`config.mk`:
```
export PLATFORM = sky130hd
export DESIGN_NAME = ors_top
export DESIGN_NICKNAME = d
export VERILOG_FILES = /design/src/ors_pkg.sv /design/src/ors_ovr_detect.sv /design/src/ors_clk_out.sv /design/src/ors_top.sv
export SDC_FILE = /design/constraint.sdc
export NUM_CORES = 1
export LEC_CHECK = 0
export ABC_AREA = 1
export BUFFER_PORTS_ARGS = -buffer_cell sky130_fd_sc_hd__buf_2
export CAP_MARGIN = 20
export CORE_MARGIN = 3
export CORE_UTILIZATION = 54
export DETAILED_ROUTE_END_ITERATION = 10
export GPL_ROUTABILITY_DRIVEN = 1
export PLACE_DENSITY = 0.83
export SLEW_MARGIN = 40
export SYNTH_ARGS = -nofsm -noshare
export SYNTH_HDL_FRONTEND = slang
export SYNTH_HIERARCHICAL = 1
export SYNTH_SLANG_ARGS = --single-unit
```
`constraint.sdc`:
```
create_clock -name clock -period 2.4 [get_ports clock]
set_clock_uncertainty 0.15 [all_clocks]
set_input_delay 0.48 -clock clock [delete_from_list [all_inputs] [get_ports clock]]
set_output_delay 0.48 -clock clock [all_outputs]
set_load 0.01 [all_outputs]
```
`src/ors_pkg.sv`:
```
/*
 package of constants for the over-range status and clock-out block.
 assumes one 25 MHz clock, synchronous active-high reset, APB register access.
*/
// Overview of operation
// - Flag A goes high whenever sample A exceeds the threshold.
// - Every raised flag stays high for at least the pulse count.
// - The channel B flag exists only on quad and dual variants.
// - Channel C over-range detection exists only on the quad variant.
// - Pin C carries the clock only with the PLL on and clock requested.
// - Config zero, PLL off or power-down puts flag C on pin C.
// - Code 1 gives a reference copy, 2 divide-by-2, 3 divide-by-4.
// - Pin C clock runs from reset, no register access, if pins allow.
package ors_pkg;

   ////////////////////////////////////////////////////////////////////////////
   // variants and widths
   localparam int unsigned VARIANT_QUAD   = 0;
   localparam int unsigned VARIANT_DUAL   = 1;
   localparam int unsigned VARIANT_SINGLE = 2;
   localparam int unsigned SAMPLE_W       = 9;
   localparam int unsigned COUNT_W        = 8;
   localparam int unsigned NUM_CH         = 4;

   ////////////////////////////////////////////////////////////////////////////
   // register offsets (byte addresses)
   localparam logic [7:0] OFS_CTRL       = 8'h00;
   localparam logic [7:0] OFS_STATE      = 8'h04;
   localparam logic [7:0] OFS_IRQ_STATUS = 8'h08;
   localparam logic [7:0] OFS_IRQ_MASK   = 8'h0c;

   // control register fields
   localparam int unsigned CTRL_THR_LSB  = 0;
   localparam int unsigned CTRL_CNT_LSB  = 16;
   localparam int unsigned CTRL_OVR_EN   = 24;
   localparam int unsigned CTRL_OVR_LSB  = 25;

   // state register fields
   localparam int unsigned STATE_FLAG_LSB = 0;
   localparam int unsigned STATE_CLK_ACT  = 4;
   localparam int unsigned STATE_CFG_LSB  = 5;
   localparam int unsigned STATE_PLL_EN   = 7;
   localparam int unsigned STATE_PD       = 8;

   // interrupt bits: one per channel rise, one for pin C mode change
   localparam int unsigned IRQ_W          = 5;
   localparam int unsigned IRQ_MODE_BIT   = 4;

   ////////////////////////////////////////////////////////////////////////////
   // reset values
   localparam logic [SAMPLE_W-1:0] RST_THRESHOLD = 9'h1ff;
   localparam logic [COUNT_W-1:0]  RST_MIN_COUNT = 8'h01;
   localparam logic [1:0]          RST_OVR_CFG   = 2'h0;
   localparam logic [IRQ_W-1:0]    RST_IRQ_MASK  = 5'h00;

   ////////////////////////////////////////////////////////////////////////////
   // clock-out constants
   localparam logic [1:0] CFG_OFF  = 2'h0;
   localparam logic [1:0] CFG_COPY = 2'h1;
   localparam logic [1:0] CFG_DIV2 = 2'h2;
   localparam logic [1:0] CFG_DIV4 = 2'h3;
   // internal reference half period in clock cycles
   localparam logic [3:0] REF_HALF_CYC = 4'h2;
   localparam logic [2:0] PHASE_LAST   = 3'h7;

   typedef enum logic [1:0] {
      ORS_ST_FLAG  = 2'b00,
      ORS_ST_ARM   = 2'b01,
      ORS_ST_CLOCK = 2'b11
   } ors_pin_state_t;

endpackage : ors_pkg

```
`src/ors_ovr_detect.sv`:
```
/*
 one channel of over-range detection with minimum pulse stretch.
 assumes samples on the same clock as the block, no synchroniser needed.
*/
`timescale 1ns/1ps
module ors_ovr_detect
   import ors_pkg::*;
(
   input  wire logic                clock,
   input  wire logic                rst,
   input  wire logic                enable,
   input  wire logic [SAMPLE_W-1:0] sample,
   input  wire logic [SAMPLE_W-1:0] threshold,
   input  wire logic [COUNT_W-1:0]  minCount,
   output logic                     flag
);

   logic [COUNT_W-1:0] cnt_reg;
   logic [COUNT_W-1:0] cnt_next;
   logic               flag_next;
   wire                over     = enable && (sample > threshold);
   // zero count still gives one full cycle
   wire [COUNT_W-1:0]  loadVal  = (minCount == '0) ? 8'h01 : minCount;

   ////////////////////////////////////////////////////////////////////////////
   always_comb begin
      cnt_next  = cnt_reg;
      flag_next = 1'b0;
      if (over) begin
         cnt_next  = loadVal;
         flag_next = 1'b1;
      end else if (cnt_reg > 8'h01) begin
         cnt_next  = cnt_reg - 8'h01;
         flag_next = 1'b1;
      end else begin
         cnt_next  = '0;
      end
   end

   always_ff @(posedge clock) begin
      if (rst) begin
         cnt_reg <= '0;
         flag    <= 1'b0;
      end else begin
         cnt_reg <= cnt_next;
         flag    <= flag_next;
      end
   end

endmodule : ors_ovr_detect

```
`src/ors_clk_out.sv`:
```
/*
 pin C driver: flag C or a reference clock copy, divide-by-2 or divide-by-4.
 assumes clockReq and cfgSel are already synchronised and stable.
*/
`timescale 1ns/1ps
module ors_clk_out
   import ors_pkg::*;
(
   input  wire logic       clock,
   input  wire logic       rst,
   input  wire logic       clockReq,
   input  wire logic [1:0] cfgSel,
   input  wire logic       flagC,
   output logic            pinOut,
   output logic            clockActive,
   output logic [1:0]      activeCfg
);

   ors_pin_state_t state_reg;
   ors_pin_state_t state_next;
   logic [3:0]     div_reg;
   logic [2:0]     phase_reg;
   logic           waveSel;

   wire halfEn   = (div_reg == REF_HALF_CYC - 4'h1);
   // all three waves are low together only as the phase wraps to zero
   wire boundary = halfEn && (phase_reg == PHASE_LAST);

   ////////////////////////////////////////////////////////////////////////////
   always_ff @(posedge clock) begin
      if (rst || halfEn) begin
         div_reg <= '0;
      end else begin
         div_reg <= div_reg + 4'h1;
      end
   end

   always_ff @(posedge clock) begin
      if (rst) begin
         phase_reg <= '0;
      end else if (halfEn) begin
         phase_reg <= phase_reg + 3'h1;
      end
   end

   ////////////////////////////////////////////////////////////////////////////
   always_comb begin
      state_next = state_reg;
      case (state_reg)
         ORS_ST_FLAG: begin
            if (clockReq) begin
               state_next = ORS_ST_ARM;
            end
         end
         ORS_ST_ARM: begin
            if (!clockReq) begin
               state_next = ORS_ST_FLAG;
            end else if (boundary) begin
               state_next = ORS_ST_CLOCK;
            end
         end
         ORS_ST_CLOCK: begin
            if (!clockReq && boundary) begin
               state_next = ORS_ST_FLAG;
            end
         end
         default: state_next = ORS_ST_FLAG;
      endcase
   end

   always_ff @(posedge clock) begin
      if (rst) begin
         state_reg <= ORS_ST_FLAG;
      end else begin
         state_reg <= state_next;
      end
   end

   // ratio only changes at the wrap, so no runt edges
   always_ff @(posedge clock) begin
      if (rst) begin
         activeCfg <= CFG_OFF;
      end else if (boundary && clockReq) begin
         activeCfg <= cfgSel;
      end else if (state_next == ORS_ST_FLAG) begin
         activeCfg <= CFG_OFF;
      end
   end

   ////////////////////////////////////////////////////////////////////////////
   always_comb begin
      case (activeCfg)
         CFG_COPY: waveSel = phase_reg[0];
         CFG_DIV2: waveSel = phase_reg[1];
         CFG_DIV4: waveSel = phase_reg[2];
         default:  waveSel = 1'b0;
      endcase
   end

   always_ff @(posedge clock) begin
      if (rst) begin
         pinOut      <= 1'b0;
         clockActive <= 1'b0;
      end else begin
         pinOut      <= (state_reg == ORS_ST_CLOCK) ? waveSel
                                                    : flagC;
         clockActive <= (state_reg == ORS_ST_CLOCK);
      end
   end

endmodule : ors_clk_out

```
`src/ors_top.sv`:
```
/*
 over-range status pins with optional reference clock on pin C, APB regs.
 assumes samples on clock; pll enable, power-down and config come from pins.
*/
`timescale 1ns/1ps
module ors_top
   import ors_pkg::*;
#(
   parameter int unsigned VARIANT = VARIANT_QUAD
)
(
   input  wire logic                clock,
   input  wire logic                rst,
   input  wire logic [7:0]          paddr,
   input  wire logic                psel,
   input  wire logic                penable,
   input  wire logic                pwrite,
   input  wire logic [31:0]         pwdata,
   output logic      [31:0]         prdata,
   output logic                     pready,
   output logic                     pslverr,
   input  wire logic [SAMPLE_W-1:0] sampleA,
   input  wire logic [SAMPLE_W-1:0] sampleB,
   input  wire logic [SAMPLE_W-1:0] sampleC,
   input  wire logic [SAMPLE_W-1:0] sampleD,
   input  wire logic                pllEnablePin,
   input  wire logic                powerDownPin,
   input  wire logic [1:0]          clockOutputConfig,
   output logic                     overrangeFlagA,
   output logic                     overrangeFlagB,
   output logic                     overrangeFlagCOrClock,
   output logic                     irq
);

   ////////////////////////////////////////////////////////////////////////////
   // pin synchronisers: three stages, accept once stages two and three agree
   localparam int unsigned PIN_W = 4;

   logic [PIN_W-1:0] pinRaw;
   logic [PIN_W-1:0] sync1_reg;
   logic [PIN_W-1:0] sync2_reg;
   logic [PIN_W-1:0] sync3_reg;
   logic [PIN_W-1:0] pinStable_reg;

   assign pinRaw = {clockOutputConfig, powerDownPin, pllEnablePin};

   genvar p;
   generate
      for (p = 0; p < PIN_W; p = p + 1) begin : gSync
         always_ff @(posedge clock) begin
            if (rst) begin
               sync1_reg[p]     <= 1'b0;
               sync2_reg[p]     <= 1'b0;
               sync3_reg[p]     <= 1'b0;
               pinStable_reg[p] <= 1'b0;
            end else begin
               sync1_reg[p] <= pinRaw[p];
               sync2_reg[p] <= sync1_reg[p];
               sync3_reg[p] <= sync2_reg[p];
               if (sync2_reg[p] == sync3_reg[p]) begin
                  pinStable_reg[p] <= sync3_reg[p];
               end
            end
         end
      end
   endgenerate

   wire       pllEnable = pinStable_reg[0];
   wire       powerDown = pinStable_reg[1];
   wire [1:0] pinCfg    = pinStable_reg[3:2];

   ////////////////////////////////////////////////////////////////////////////
   // control register
   logic [SAMPLE_W-1:0] threshold_reg;
   logic [COUNT_W-1:0]  minCount_reg;
   logic                ovrEn_reg;
   logic [1:0]          ovrCfg_reg;
   logic [IRQ_W-1:0]    irqStatus_reg;
   logic [IRQ_W-1:0]    irqStatus_next;
   logic [IRQ_W-1:0]    irqMask_reg;

   ////////////////////////////////////////////////////////////////////////////
   // apb decode
   wire setupPhase = psel && !penable;
   wire writeEn    = psel && penable && pwrite;
   wire hitCtrl    = (paddr == OFS_CTRL);
   wire hitState   = (paddr == OFS_STATE);
   wire hitIrqSt   = (paddr == OFS_IRQ_STATUS);
   wire hitIrqMask = (paddr == OFS_IRQ_MASK);
   wire hitAny     = hitCtrl || hitState || hitIrqSt || hitIrqMask;
   // state register is read only; writing it is refused
   wire badAccess  = !hitAny || (pwrite && hitState);

   assign pready = 1'b1;

   always_ff @(posedge clock) begin
      if (rst) begin
         threshold_reg <= RST_THRESHOLD;
         minCount_reg  <= RST_MIN_COUNT;
         ovrEn_reg     <= 1'b0;
         ovrCfg_reg    <= RST_OVR_CFG;
         irqMask_reg   <= RST_IRQ_MASK;
      end else if (writeEn && !badAccess) begin
         if (hitCtrl) begin
            threshold_reg <= pwdata[CTRL_THR_LSB +: SAMPLE_W];
            minCount_reg  <= pwdata[CTRL_CNT_LSB +: COUNT_W];
            ovrEn_reg     <= pwdata[CTRL_OVR_EN];
            ovrCfg_reg    <= pwdata[CTRL_OVR_LSB +: 2];
         end
         if (hitIrqMask) begin
            irqMask_reg <= pwdata[IRQ_W-1:0];
         end
      end
   end

   ////////////////////////////////////////////////////////////////////////////
   // detectors, one per channel, gated by the variant
   logic [SAMPLE_W-1:0] sampleArr [NUM_CH];
   logic [NUM_CH-1:0]   chPresent;
   logic [NUM_CH-1:0]   flags;

   assign sampleArr[0] = sampleA;
   assign sampleArr[1] = sampleB;
   assign sampleArr[2] = sampleC;
   assign sampleArr[3] = sampleD;

   assign chPresent[0] = 1'b1;
   assign chPresent[1] = (VARIANT != VARIANT_SINGLE);
   assign chPresent[2] = (VARIANT == VARIANT_QUAD);
   // channel D is kept internal; its pin lies outside this block
   assign chPresent[3] = (VARIANT == VARIANT_QUAD);

   genvar c;
   generate
      for (c = 0; c < NUM_CH; c = c + 1) begin : gChan
         ors_ovr_detect uDet (
            .clock     (clock),
            .rst       (rst),
            .enable    (chPresent[c]),
            .sample    (sampleArr[c]),
            .threshold (threshold_reg),
            .minCount  (minCount_reg),
            .flag      (flags[c])
         );
      end
   endgenerate

   assign overrangeFlagA = flags[0];
   assign overrangeFlagB = flags[1];

   ////////////////////////////////////////////////////////////////////////////
   // pin C: override takes the place of the pins once enabled
   wire [1:0] effCfg   = ovrEn_reg ? ovrCfg_reg : pinCfg;
   // no clock while powered down or without the pll
   wire       clockReq = pllEnable && !powerDown
                         && (effCfg != CFG_OFF);
   logic       clockActive;
   logic [1:0] activeCfg;

   ors_clk_out uClk (
      .clock       (clock),
      .rst         (rst),
      .clockReq    (clockReq),
      .cfgSel      (effCfg),
      .flagC       (flags[2]),
      .pinOut      (overrangeFlagCOrClock),
      .clockActive (clockActive),
      .activeCfg   (activeCfg)
   );

   ////////////////////////////////////////////////////////////////////////////
   // interrupts: sticky, write one to clear, set beats clear
   logic [NUM_CH-1:0] flagsDly_reg;
   logic              clkActDly_reg;

   wire [NUM_CH-1:0] flagRise = flags & ~flagsDly_reg;
   wire              modeChg  = clockActive ^ clkActDly_reg;
   wire [IRQ_W-1:0]  irqSet   = {modeChg, flagRise};
   wire [IRQ_W-1:0]  irqClr   = (writeEn && hitIrqSt) ? pwdata[IRQ_W-1:0]
                                                      : '0;

   assign irqStatus_next = (irqStatus_reg & ~irqClr) | irqSet;

   always_ff @(posedge clock) begin
      if (rst) begin
         flagsDly_reg  <= '0;
         clkActDly_reg <= 1'b0;
         irqStatus_reg <= '0;
         irq           <= 1'b0;
      end else begin
         flagsDly_reg  <= flags;
         clkActDly_reg <= clockActive;
         irqStatus_reg <= irqStatus_next;
         irq           <= |(irqStatus_next & irqMask_reg);
      end
   end

   ////////////////////////////////////////////////////////////////////////////
   // read data captured in the setup cycle, valid through the access cycle
   logic [31:0] readMux;

   always_comb begin
      readMux = '0;
      if (hitCtrl) begin
         readMux[CTRL_THR_LSB +: SAMPLE_W] = threshold_reg;
         readMux[CTRL_CNT_LSB +: COUNT_W]  = minCount_reg;
         readMux[CTRL_OVR_EN]              = ovrEn_reg;
         readMux[CTRL_OVR_LSB +: 2]        = ovrCfg_reg;
      end else if (hitState) begin
         readMux[STATE_FLAG_LSB +: NUM_CH] = flags;
         readMux[STATE_CLK_ACT]            = clockActive;
         readMux[STATE_CFG_LSB +: 2]       = activeCfg;
         readMux[STATE_PLL_EN]             = pllEnable;
         readMux[STATE_PD]                 = powerDown;
      end else if (hitIrqSt) begin
         readMux[IRQ_W-1:0] = irqStatus_reg;
      end else if (hitIrqMask) begin
         readMux[IRQ_W-1:0] = irqMask_reg;
      end
   end

   always_ff @(posedge clock) begin
      if (rst) begin
         prdata  <= '0;
         pslverr <= 1'b0;
      end else if (setupPhase) begin
         prdata  <= pwrite ? 32'h0000_0000 : readMux;
         pslverr <= badAccess;
      end
   end

endmodule : ors_top

```
==> results of run 1 <==
## cell usage in the layout (no fill, tap or decap), types with 4 or more instances in the layout
cell type   synthesis  final
nor2_1            171    171
o21ai_1             6      6
nand4_1            17     17
o211ai_1            4      4
a211oi_1            4      4
a21oi_2            11     11
clkinvlp_4          0      5
nand3_1            40     40
clkinv_2            0      6
inv_1             146    145
o21ai_0            31     31
nand3b_1           25     25
conb_1              2     17
inv_2               5      5
buf_4              15      6
a21oi_1            81     81
dfxtp_1           122    122
ha_1               48     48
clkbuf_16           0     17
nand2_2            21     21
nand2_1           205    205
a31o_2              4      4
or2_2               8      8
nor3_1              7      7
buf_2               8     97
nand3_2             5      5
nor2_2              7      7
## per-layer routing
| metal | GRT usage [%] | vias to the layer above | routed length [um] |
|---|---|---|---|
| met4 | 9.065 | 0 | 369 |
| met2 | 43.14 | 191 | 8541 |
| met1 | 29.78 | 3007 | 7381 |
| li1 | - | 3447 | - |
| met3 | 5.332 | 29 | 942 |
| met5 | 0 | - | 0 |
## area by class of cell
type,instances,share of cell area (%)
antenna,1,0.03035
sequential,122,29.62
inverter,152,6.950
timing repair buffer,104,6.677
clock buffer,19,5.372
multi-input combinational,735,47.19
tap,172,2.610
clock inverter,13,1.548
## worst max-delay path, stage by stage, from the launching register on
cell and delay, ns:
dfxtp_1 0.52, inv_1 0.09, ha_1 0.29, nand2_1 0.07, inv_2 0.08, nand2_1 0.07, nor2_1 0.10, o21ai_1 0.09
nand2_2 0.24, nand2_2 0.14, nand2_1 0.08, nand2_1 0.05, nor2_1 0.09
## cells in the mapped netlist, types with 4 or more instances
library cell and number:
nand4_1 17, a21oi_2 11, o21ai_0 31, a31o_2 4, clkbuf_1 8, inv_2 5, ha_1 48, o21ai_1 6
a211oi_1 4, nand3_1 40, nand2_1 205, or2_2 8, nand3_2 5, nand2_2 21, o211ai_1 4, inv_1 146
buf_4 15, buf_2 8, dfxtp_1 122, nor3_1 7, nand3b_1 25, buf_6 4, nor2_1 171, a21oi_1 81
nor2_2 7
## power by group
| group | switching (mW) | internal, mW | total [mW] |
|---|---|---|---|
| clock network | 0.899 | 1.54 | 2.44 |
| logic | 1.47 | 0.919 | 2.39 |
| registers | 0.215 | 2.35 | 2.57 |
## through the flow
stage,std cells,util [%],setup slack (ns)
floorplan,1046,-,0.6093
global placement,1285,60.31,0.3361
detailed placement,1285,60.31,0.2827
CTS,1317,64.79,0.3016
global route,1318,64.81,0.06215
finish,1318,64.81,0.2645
## worst max path at each step
stage                                to  slack (ns)  cells past startpoint
5_1_grt        gChan[3].uDet/cnt_reg[6]        0.06                     12
2_1_floorplan  gChan[0].uDet/cnt_reg[6]        0.61                      9
3_5_place_dp                  prdata[6]        0.28                      9
6_report       gChan[3].uDet/cnt_reg[6]        0.26                     12
3_3_place_gp   gChan[3].uDet/cnt_reg[0]        0.34                     10
4_1_cts        gChan[3].uDet/cnt_reg[6]        0.30                     11
## cells by family (layout without fill, tap and decap cells)
kind of cell	count (synthesis)	after routing	share of synthesized area (%)
compound gates	151	151	12.04
xor+xnor	5	5	0.6172
fa+ha+maj	48	48	8.463
buf+inv	189	288	11.55
flops	122	122	34.41
other cells	2	18	0.1058
simple gates	514	514	32.81
==> metrics.md, run 1 <==
| Metric | Value |
|---|---|
| CTS Buffer Depth | 2 |
| Final WL | roughly 17 mm |
| Worst Tran Pin Value | 0.7631 ns |
| CP Capture Type | register |
| Cell variety after synth | 43 |
| Via-per-instance ratio | between 5 and 6 |
| Die Wd | 120.6 um |
| Final Cycle Share | between 80 and 90% |
| Placed wire-length estimate | 12.36 mm |
| I/O Buffers | 97 |
| Initial core utilization | between 50 and 60% |
| HP Start | clockOutputConfig[0] |
| Final Wtd Congestion | about 0.9 |
| Synth area leader | dfxtp_1 |
| Die Height | 120.6 um |
| Pwr Total | approximately 7.4 mW |
| RSZ-0062 raised after global routing | false |
| Syn avg cell area | 6.883 um2 |
| # Post-CTS Setup Buffers | 0 |
| CTS Sinks | approximately 120 |
| Synth top area share | between 30% and 40% |
| Synth area leaders | dfxtp_1 (34%), nand2_1 (11%), nor2_1 (9.0%) |
| Hold WS | around 0.12 ns |
| Fmax | ~470 MHz |
| Final setup fails | 0 |
| Number of remaining DRC errors | 0 |
| WHS Path Cells | 3 |
| Fillers | ~1,100 |
| Max Cap Viol | 0 |
| # resized after CTS | 0 |
| First-pass GRT wire length | between 20 and 30 mm |
| Post-synth EDFFs | 0 |
| Worst skew pair latency | 0.41 ns |
| CP Class | register to register |
| Die Area | between 10,000 and 15,000 um2 |
| Initial antenna violation count | 1 |
| R2r startpoint | threshold_reg[7] |
| Fin. Hold Viols | 0 |
| Maximum vdd drop | ~0.0007 V |
| Critical path origin | threshold_reg[7] |
| TritonCTS buffer count | 17 |
| Fin area | roughly 8000 um2 |
| Max-slew headroom | between 40% and 50% |
| Synth warnings | 6 |
| Post-route minimum period | around 2.1 ns |
| Hold WC Path Type | input port to register |
| Register area | around 2400 um2 |
| Max reg flops | 32 |
| Setup_tns | 0 ns |
| Seq cells post-synth | ~120 |
| Leakage | 4.329 nW |
| Post-synth ARST share | 0% |
| Final Max Slew Viols | 0 |
| Primary FF master, synth | dfxtp_1 |
| Outcome | completed |
| Setup slack, reg-to-reg | roughly 0.26 ns |
| Worst path required time | around 2.6 ns |
| Post-Syn Area | 7097 um2 |
| DR pass1 iterations | 5 |
| Post-CTS Hold Fix Bufs | 0 |
| Placed Area | ~7700 um2 |
| WHS Endpoint | sync1_reg[2] |
| Largest net degree at the start of global routing | 60 |
| Sequential-to-total area share from yosys stat | 34.41% |
| Vias in the first global route | 6,333 |
| H-tree levels | 4 |
| Crit path max fanout | 13 |
| Core Box Area | between 10,000 and 15,000 um2 |
| Net count, final | 1,265 |
| Arrival time worst endpoint | 2.33 ns |
| CTS tree | yes |
| Initial DRC Count | around 420 |
| Reg2reg path depth | 12 |
| Worst-path clk slew | 0.05 ns |
| DRT antenna net count | 0 |
| Area Overhead vs Synth | 16.18% |
| Clk root buf | clkbuf_16 |
| Routed WL per cell | between 10 and 15 um |
| Row Count | 41 |
| PwrDens | roughly 900 nW/um2 |
| Critical Path Source Type | register |
| Post-synthesis cell count | about 1,000 |
| Total GRT Usage | 24.69% |
| Multi-input logic area | 3891 um2 |
| Layout cell share with drive strength beyond 1 | between 15 and 20% |
| Ports | approximately 120 |
| Total gr overflow | 0 |
| Via count | 6,674 |
| Reg-to-Reg End | gChan[3].uDet/cnt_reg[6] |
(Power assumes the default switching activity.)
==> run 2, diff against run 1 <==
--- a/config.mk
+++ b/config.mk
@@ -9,10 +9,10 @@
 export BUFFER_PORTS_ARGS = -buffer_cell sky130_fd_sc_hd__buf_2
 export CAP_MARGIN = 20
 export CORE_MARGIN = 3
-export CORE_UTILIZATION = 54
+export CORE_UTILIZATION = 29
 export DETAILED_ROUTE_END_ITERATION = 10
 export GPL_ROUTABILITY_DRIVEN = 1
-export PLACE_DENSITY = 0.83
+export PLACE_DENSITY = 0.53
 export SLEW_MARGIN = 40
 export SYNTH_ARGS = -nofsm -noshare
 export SYNTH_HDL_FRONTEND = slang
==> constraint.sdc (replaced) <==
create_clock -name clock -period 2.15 [get_ports clock]
set_clock_uncertainty 0.15 [all_clocks]
set_input_delay 0.43 -clock clock [delete_from_list [all_inputs] [get_ports clock]]
set_output_delay 0.43 -clock clock [all_outputs]
set_load 0.01 [all_outputs]
==> run 2 against run 1 <==
Sequential share of layout area is 1.5 points lower. Clock power grew 24%. Register-to-register slack worse by 0.07 ns. Critical endpoint is now gChan[3].uDet/cnt_reg[5]. Routed wire length grew 11%. Non-clock buffer count up 20. Worst setup slack lost 0.075 ns. Highest routed layer unchanged. Die area increased by 81%.
==> metrics.md, run 2 (synthesized netlist as in run 1, its figures left out) <==
| Metric | Value |
|---|---|
| Initial antenna violation count | 0 (-1) |
| Placement Setup Slack | 0.03907 ns (-0.2436 ns) |
| Worst-path clk slew | 0.06 ns (about the same) |
| Via count | 6,517 (-2.4%) |
| Max reg flops | 32 (unchanged) |
| Maximum vdd drop | 0.0005649 V (-19%) |
| Grt peak-use layer | met2 |
| CP max-delay cell | dfxtp_1 |
| CTS Sinks | 122 (unchanged) |
| Ports | 123 (unchanged) |
| Fillers | 2,543 (+120%) |
| Worst path cell trace | inv_1 > ha_1 > nand2_1 > inv_1 > nand4_1 > nand2_1 > clkinvlp_4 > buf_4 > a21oi_1 > nor2_1 |
| Critical Path Source Type | register |
| Final Max Slew Viols | 0 (unchanged) |
| Final Wtd Congestion | 0.8269 (-9.5%) |
| H-tree levels | 4 (unchanged) |
| CP Class | register to register |
| Die Area | 26,390 um2 (+81%) |
| Total GRT Usage | 14.46% (-10 points) |
| Vias in the first global route | 6,124 (-3.3%) |
| Post-route minimum period | 1.960 ns (-0.1752 ns) |
| PwrDens | 983.4 nW/um2 (+9.7%) |
| Final Util | 36.64% (-28 points) |
| Leakage | 4.454 nW (+2.9%) |
| Die Height | 162.4 um (+35%) |
| GRT met1 Usage | 18.26% (-12 points) |
| Final setup fails | 0 (unchanged) |
| CTS Buffer Depth | 2 (unchanged) |
| Via-per-instance ratio | 4.389 (-13%) |
| Core Box Area | 23,750 um2 (+87%) |
| Row Count | 56 (+37%) |
| Largest stage delay, worst path | 0.45 ns (-0.07 ns) |
| Hold WS | 0.05983 ns (-0.05803 ns) |
| Buf+Inv Stages, Crit Path | 4 (+2) |
| CTS tree | yes |
| Hold WC Path Type | input port to register |
| Total gr overflow | 0 (unchanged) |
| Final Cycle Share | 91.18% (+2.2 points) |
| Max Cap Viol | 0 (unchanged) |
| GR Layer Usage met2 | 25.29% (-18 points) |
| Clk root buf | clkbuf_16 |
| First-pass GRT wire length | 30.46 mm (+4.8%) |
| DR pass1 iterations | 4 (-1) |
| # diodes | 0 (-1) |
| Largest net degree at the start of global routing | 32 (-47%) |
| Die Wd | 162.4 um (+35%) |
| Initial core utilization | 29.88% (-26 points) |
| Setup_tns | 0 ns (unchanged) |
| Initial DRC Count | 279 (-34%) |
| Global-route track usage on met3 | 2.696% (-2.6 points) |
| Fmax | 510.1 MHz (+8.9%) |
| Most frequent cells in the layout | nand2_1 (204), nor2_1 (171), inv_1 (144) |
| CP Capture Type | register |
| Final WS setup | 0.1897 ns (-0.07484 ns) |
| Final WL | 19.09 mm (+11%) |
| Layout Cells excl Fill | 1,485 (+13%) |
| TritonCTS buffer count | 17 (unchanged) |
| Fin. Hold Viols | 0 (unchanged) |
| Worst path required time | 2.31 ns (-0.29 ns) |
| Area Overhead vs Synth | 22.62% |
| Placed cells | 1,448 (+13%) |
| CP top delay family | buffers and inverters |
| RSZ-0062 raised after global routing | false |
| Arrival time worst endpoint | 2.12 ns (-0.21 ns) |
| Layout cell share with drive strength beyond 1 | 20.15% (+2.3 points) |
| Commonest non-fill, non-tap cell in the layout | nand2_1 |
| Worst skew pair latency | 0.42 ns (about the same) |
| Outcome | completed |
| Number of remaining DRC errors | 0 (unchanged) |
| DRT antenna net count | 0 (unchanged) |
| Routed WL per cell | 12.85 um (-1.7%) |
| Crit path max fanout | 6 (-7) |
| Net count, final | 1,286 (+1.7%) |
| I/O Buffers | 97 (unchanged) |
| Placed wire-length estimate | 14.51 mm (+17%) |
==> run 2: report_power, final <==
part | total, mW | leakage, nW | internal (mW) | switching [mW]
logic | 2.66 | 3.16 | 1.03 | 1.63
registers | 2.88 | 0.995 | 2.62 | 0.252
clock network | 3.02 | 0.297 | 1.88 | 1.13
==> run 2: cell type report <==
class | instances | area [um2] | area share, %
timing repair buffer | 124 | 725.7 | 8.339
tap | 319 | 399.1 | 4.587
clock inverter | 14 | 185.2 | 2.128
timing repair inverter | 1 | 7.507 | 0.08627
multi-input combinational | 735 | 3918 | 45.02
sequential | 122 | 2447 | 28.12
inverter | 152 | 580.6 | 6.671
clock buffer | 18 | 439.2 | 5.047
==> run 2: path summary, 6_finish.rpt <==
check	from	endpoint	slack, ns	depth (start not counted)
hold reg to reg	sync1_reg[2]	sync2_reg[2]	0.25	2
setup / recovery	threshold_reg[6]	gChan[3].uDet/cnt_reg[5]	0.19	10
hold / removal	clockOutputConfig[0]	sync1_reg[2]	0.06	3
setup reg to reg	threshold_reg[6]	gChan[3].uDet/cnt_reg[5]	0.19	10
==> run 2: worst register-to-register path, stage by stage, from the launching register on <==
cell and delay [ns]:
dfxtp_1 0.45, inv_1 0.07, ha_1 0.30, nand2_1 0.05, inv_1 0.07, nand4_1 0.10, nand2_1 0.11, clkinvlp_4 0.16
buf_4 0.19, a21oi_1 0.14, nor2_1 0.06
==> run 2: layer usage <==
metal  vias up  share of wire, %
li1       3489                 -
met1      2922                47
met2        91                49
met3        15               3.1
met4         0              0.90
met5         -                 0
==> run 2: per-stage QoR <==
stage	instance area (um2)	power, mW
6_report	8702	8.558
5_1_grt	8702	9.241
4_1_cts	8626	8.638
3_5_place_dp	8001	5.570
3_3_place_gp	8001	5.563
2_1_floorplan	7153	4.976
==> run 2: what timing repair did <==
| action | CTS | global route |
|---|---|---|
| buffers inserted | 0 | 4 |
| hold buffers | 0 | 0 |
| setup endpoints to repair | 0 | 28 |
| resized for setup | 0 | 13 |
==> run 3, diff against run 2 <==
--- a/config.mk
+++ b/config.mk
@@ -12,9 +12,8 @@
 export CORE_UTILIZATION = 29
 export DETAILED_ROUTE_END_ITERATION = 10
 export GPL_ROUTABILITY_DRIVEN = 1
-export PLACE_DENSITY = 0.53
+export PLACE_DENSITY = 0.45
 export SLEW_MARGIN = 40
 export SYNTH_ARGS = -nofsm -noshare
 export SYNTH_HDL_FRONTEND = slang
-export SYNTH_HIERARCHICAL = 1
 export SYNTH_SLANG_ARGS = --single-unit
==> run 3 against run 2 <==
First-iteration DRC count is 1.8% higher. Routed wire length is 3.8% lower. Register-to-register slack hardly changed. Largest cell class unchanged. Largest power group unchanged. Highest routed layer unchanged.
==> metrics.md, run 3 <==
| Metric | Value |
|---|---|
| Die Wd | 155.8 um (-4.1%) |
| Worst skew pair latency | 0.42 ns (about the same) |
| Leakage | 3.990 nW (-10%) |
| Worst-path clk slew | 0.06 ns (about the same) |
| Post-synthesis cell count | 909 (-12%) |
| Primary FF master, synth | dfxtp_1 |
| Ports | 123 (unchanged) |
| Cell variety after synth | 41 (-4.7%) |
| Fmax | 512.0 MHz (+0.37%) |
| Post-synth ARST share | 0% (unchanged) |
| Final WS setup | 0.1969 ns (+0.007189 ns) |
| H-tree levels | 4 (unchanged) |
| Core Box Area | 21,960 um2 (-7.6%) |
| Seq cells post-synth | 122 (unchanged) |
| Die Area | 24,260 um2 (-8.1%) |
| Via count | 5,919 (-9.2%) |
| Routed WL per cell | 13.87 um (+7.9%) |
| Max Cap Viol | 0 (unchanged) |
| Layout cell share with drive strength beyond 1 | 21.17% (+1.0 points) |
| TritonCTS buffer count | 17 (unchanged) |
| Initial antenna violation count | 0 (unchanged) |
| Critical Path Source Type | register |
| Synth top area share | 37.55% (+3.1 points) |
| Commonest non-fill, non-tap cell in the layout | nand2_1 |
| Total gr overflow | 0 (unchanged) |
| Number of remaining DRC errors | 0 (unchanged) |
| Largest net degree at the start of global routing | 45 (+41%) |
| # diodes | 0 (unchanged) |
| # Post-CTS Setup Buffers | 0 (unchanged) |
| Row Count | 54 (-3.6%) |
| Vias in the first global route | 5,694 (-7.0%) |
| Syn avg cell area | 7.155 um2 (+3.9%) |
| Final Util | 36.93% (+0.29 points) |
| Placed Area | 7458 um2 (-6.8%) |
| Arrival time worst endpoint | 2.11 ns (about the same) |
| Sequential-to-total area share from yosys stat | 37.55% (+3.1 points) |
| DRT antenna net count | 0 (unchanged) |
| Area Overhead vs Synth | 24.68% |
| Post-Syn Area | 6504 um2 (-8.4%) |
| Initial DRC Count | 284 (+1.8%) |
| Fin. Hold Viols | 0 (unchanged) |
| Synth area leaders | dfxtp_1 (38%), nand2_1 (11%), ha_1 (9.2%) |
| CP Capture Type | register |
| Final Max Slew Viols | 0 (unchanged) |
| Fin area | 8109 um2 (-6.8%) |
| CTS tree | yes |
| Outcome | completed |
| PwrDens | 1045 nW/um2 (+6.3%) |
| CTS Buffer Depth | 2 (unchanged) |
| I/O Buffers | 97 (unchanged) |
| Final Cycle Share | 90.84% (-0.33 points) |
| Placement Setup Slack | -0.02974 ns (-0.06881 ns) |
| Synth warnings | 0 (-6) |
| RSZ-0062 raised after global routing | false |
| Worst path required time | 2.31 ns (about the same) |
| Final Wtd Congestion | 0.7681 (-7.1%) |
| CTS Sinks | 122 (unchanged) |
| Placed wire-length estimate | 13.78 mm (-5.0%) |
| Clk root buf | clkbuf_16 |
| Final WL | 18.37 mm (-3.8%) |
| Synth area leader | dfxtp_1 |
| Hold WC Path Type | input port to register |
| Final setup fails | 0 (unchanged) |
| Net count, final | 1,165 (-9.4%) |
| CP Class | register to register |
| Total GRT Usage | 15.49% (+1.0 points) |
| DR pass1 iterations | 5 (+1) |
| Via-per-instance ratio | 4.471 (+1.9%) |
| Maximum vdd drop | 0.0005495 V (-2.7%) |
| First-pass GRT wire length | 29.52 mm (-3.1%) |
| Post-synth EDFFs | 0 (unchanged) |
| Die Height | 155.8 um (-4.1%) |
| Crit path max fanout | 9 (+3) |
| Post-route minimum period | 1.953 ns (-0.007189 ns) |
| Most frequent cell after synthesis | nand2_1 |
| Initial core utilization | 29.62% (-0.26 points) |
| Post-CTS Hold Fix Bufs | 0 (unchanged) |
| Post-synth top cells | nand2_1 (194), nor2_1 (130), dfxtp_1 (122) |
| Most frequent cells in the layout | nand2_1 (193), nor2_1 (128), dfxtp_1 (121) |
| Hold WS | 0.05795 ns (-0.001881 ns) |
| Max reg flops | 32 (unchanged) |
==> run 3: critical path, stage by stage (launching register included) <==
cell and delay [ns]:
dfxtp_1 0.35, inv_1 0.13, ha_1 0.30, nand2_1 0.07, nor3_2 0.18, nand4_1 0.10
nand2_1 0.15, buf_4 0.18, a21oi_1 0.07, buf_4 0.16
==> run 3: area by class of cell <==
cell class | instances | area, um2
multi-input combinational | 662 | 3525
clock buffer | 18 | 429.2
inverter | 97 | 364.1
sequential | 122 | 2444
clock inverter | 13 | 195.2
tap | 280 | 350.3
timing repair buffer | 132 | 802.0
fill | 2387 | 13850
==> run 3: layer usage <==
metal,GRT usage (%),wire [um],share of wire (%)
met1,20.15,8831,48
met2,26.38,8709,47
met3,3.301,676,3.7
met4,3.659,153,0.83
met5,0,0,0
==> run 3: path summary, 6_finish.rpt <==
kind                                            from            endpoint  slack, ns  cells after the start
worst max-delay path                threshold_reg[5]  gChan[3].uDet.flag       0.20                      9
worst min-delay path            clockOutputConfig[1]        sync1_reg[3]       0.06                      3
worst max register to register      threshold_reg[5]  gChan[3].uDet.flag       0.20                      9
worst min register to register          sync1_reg[3]        sync2_reg[3]       0.25                      2
==> run 3: logic make-up after synthesis <==
logic type                 after synthesis  share of synthesized area (%)
other                                    2                         0.1155
buffers and inverters                  136                          9.215
AOI/OAI and AO/OA                      119                          10.45
and+or+nand+nor                        464                          31.01
DFF                                    122                          37.55
xor gates and xnor gates                18                          2.424
adders and majority gates               48                          9.234
==> run 3: metrics by stage <==
stage / cells / power (mW) / setup TNS [ns]
5_1_grt: 1324 / 9.181 / 0
4_1_cts: 1324 / 8.576 / 0
6_report: 1324 / 8.476 / 0
3_5_place_dp: 1293 / 5.475 / -0.05513
2_1_floorplan: 920 / 4.862 / 0
3_3_place_gp: 1293 / 5.481 / -0.06252
==> run 3: repair_timing <==
action,CTS,global route
pin swaps,0,1
endpoints found under the hold margin,0,0
setup endpoints to repair,1,28
resized for setup,1,15
==> run 3: power breakdown <==
part / switching [mW] / internal, mW
combinational: 1.43 / 1.10
sequential: 0.265 / 2.63
clock: 1.10 / 1.95
total: 2.80 / 5.68
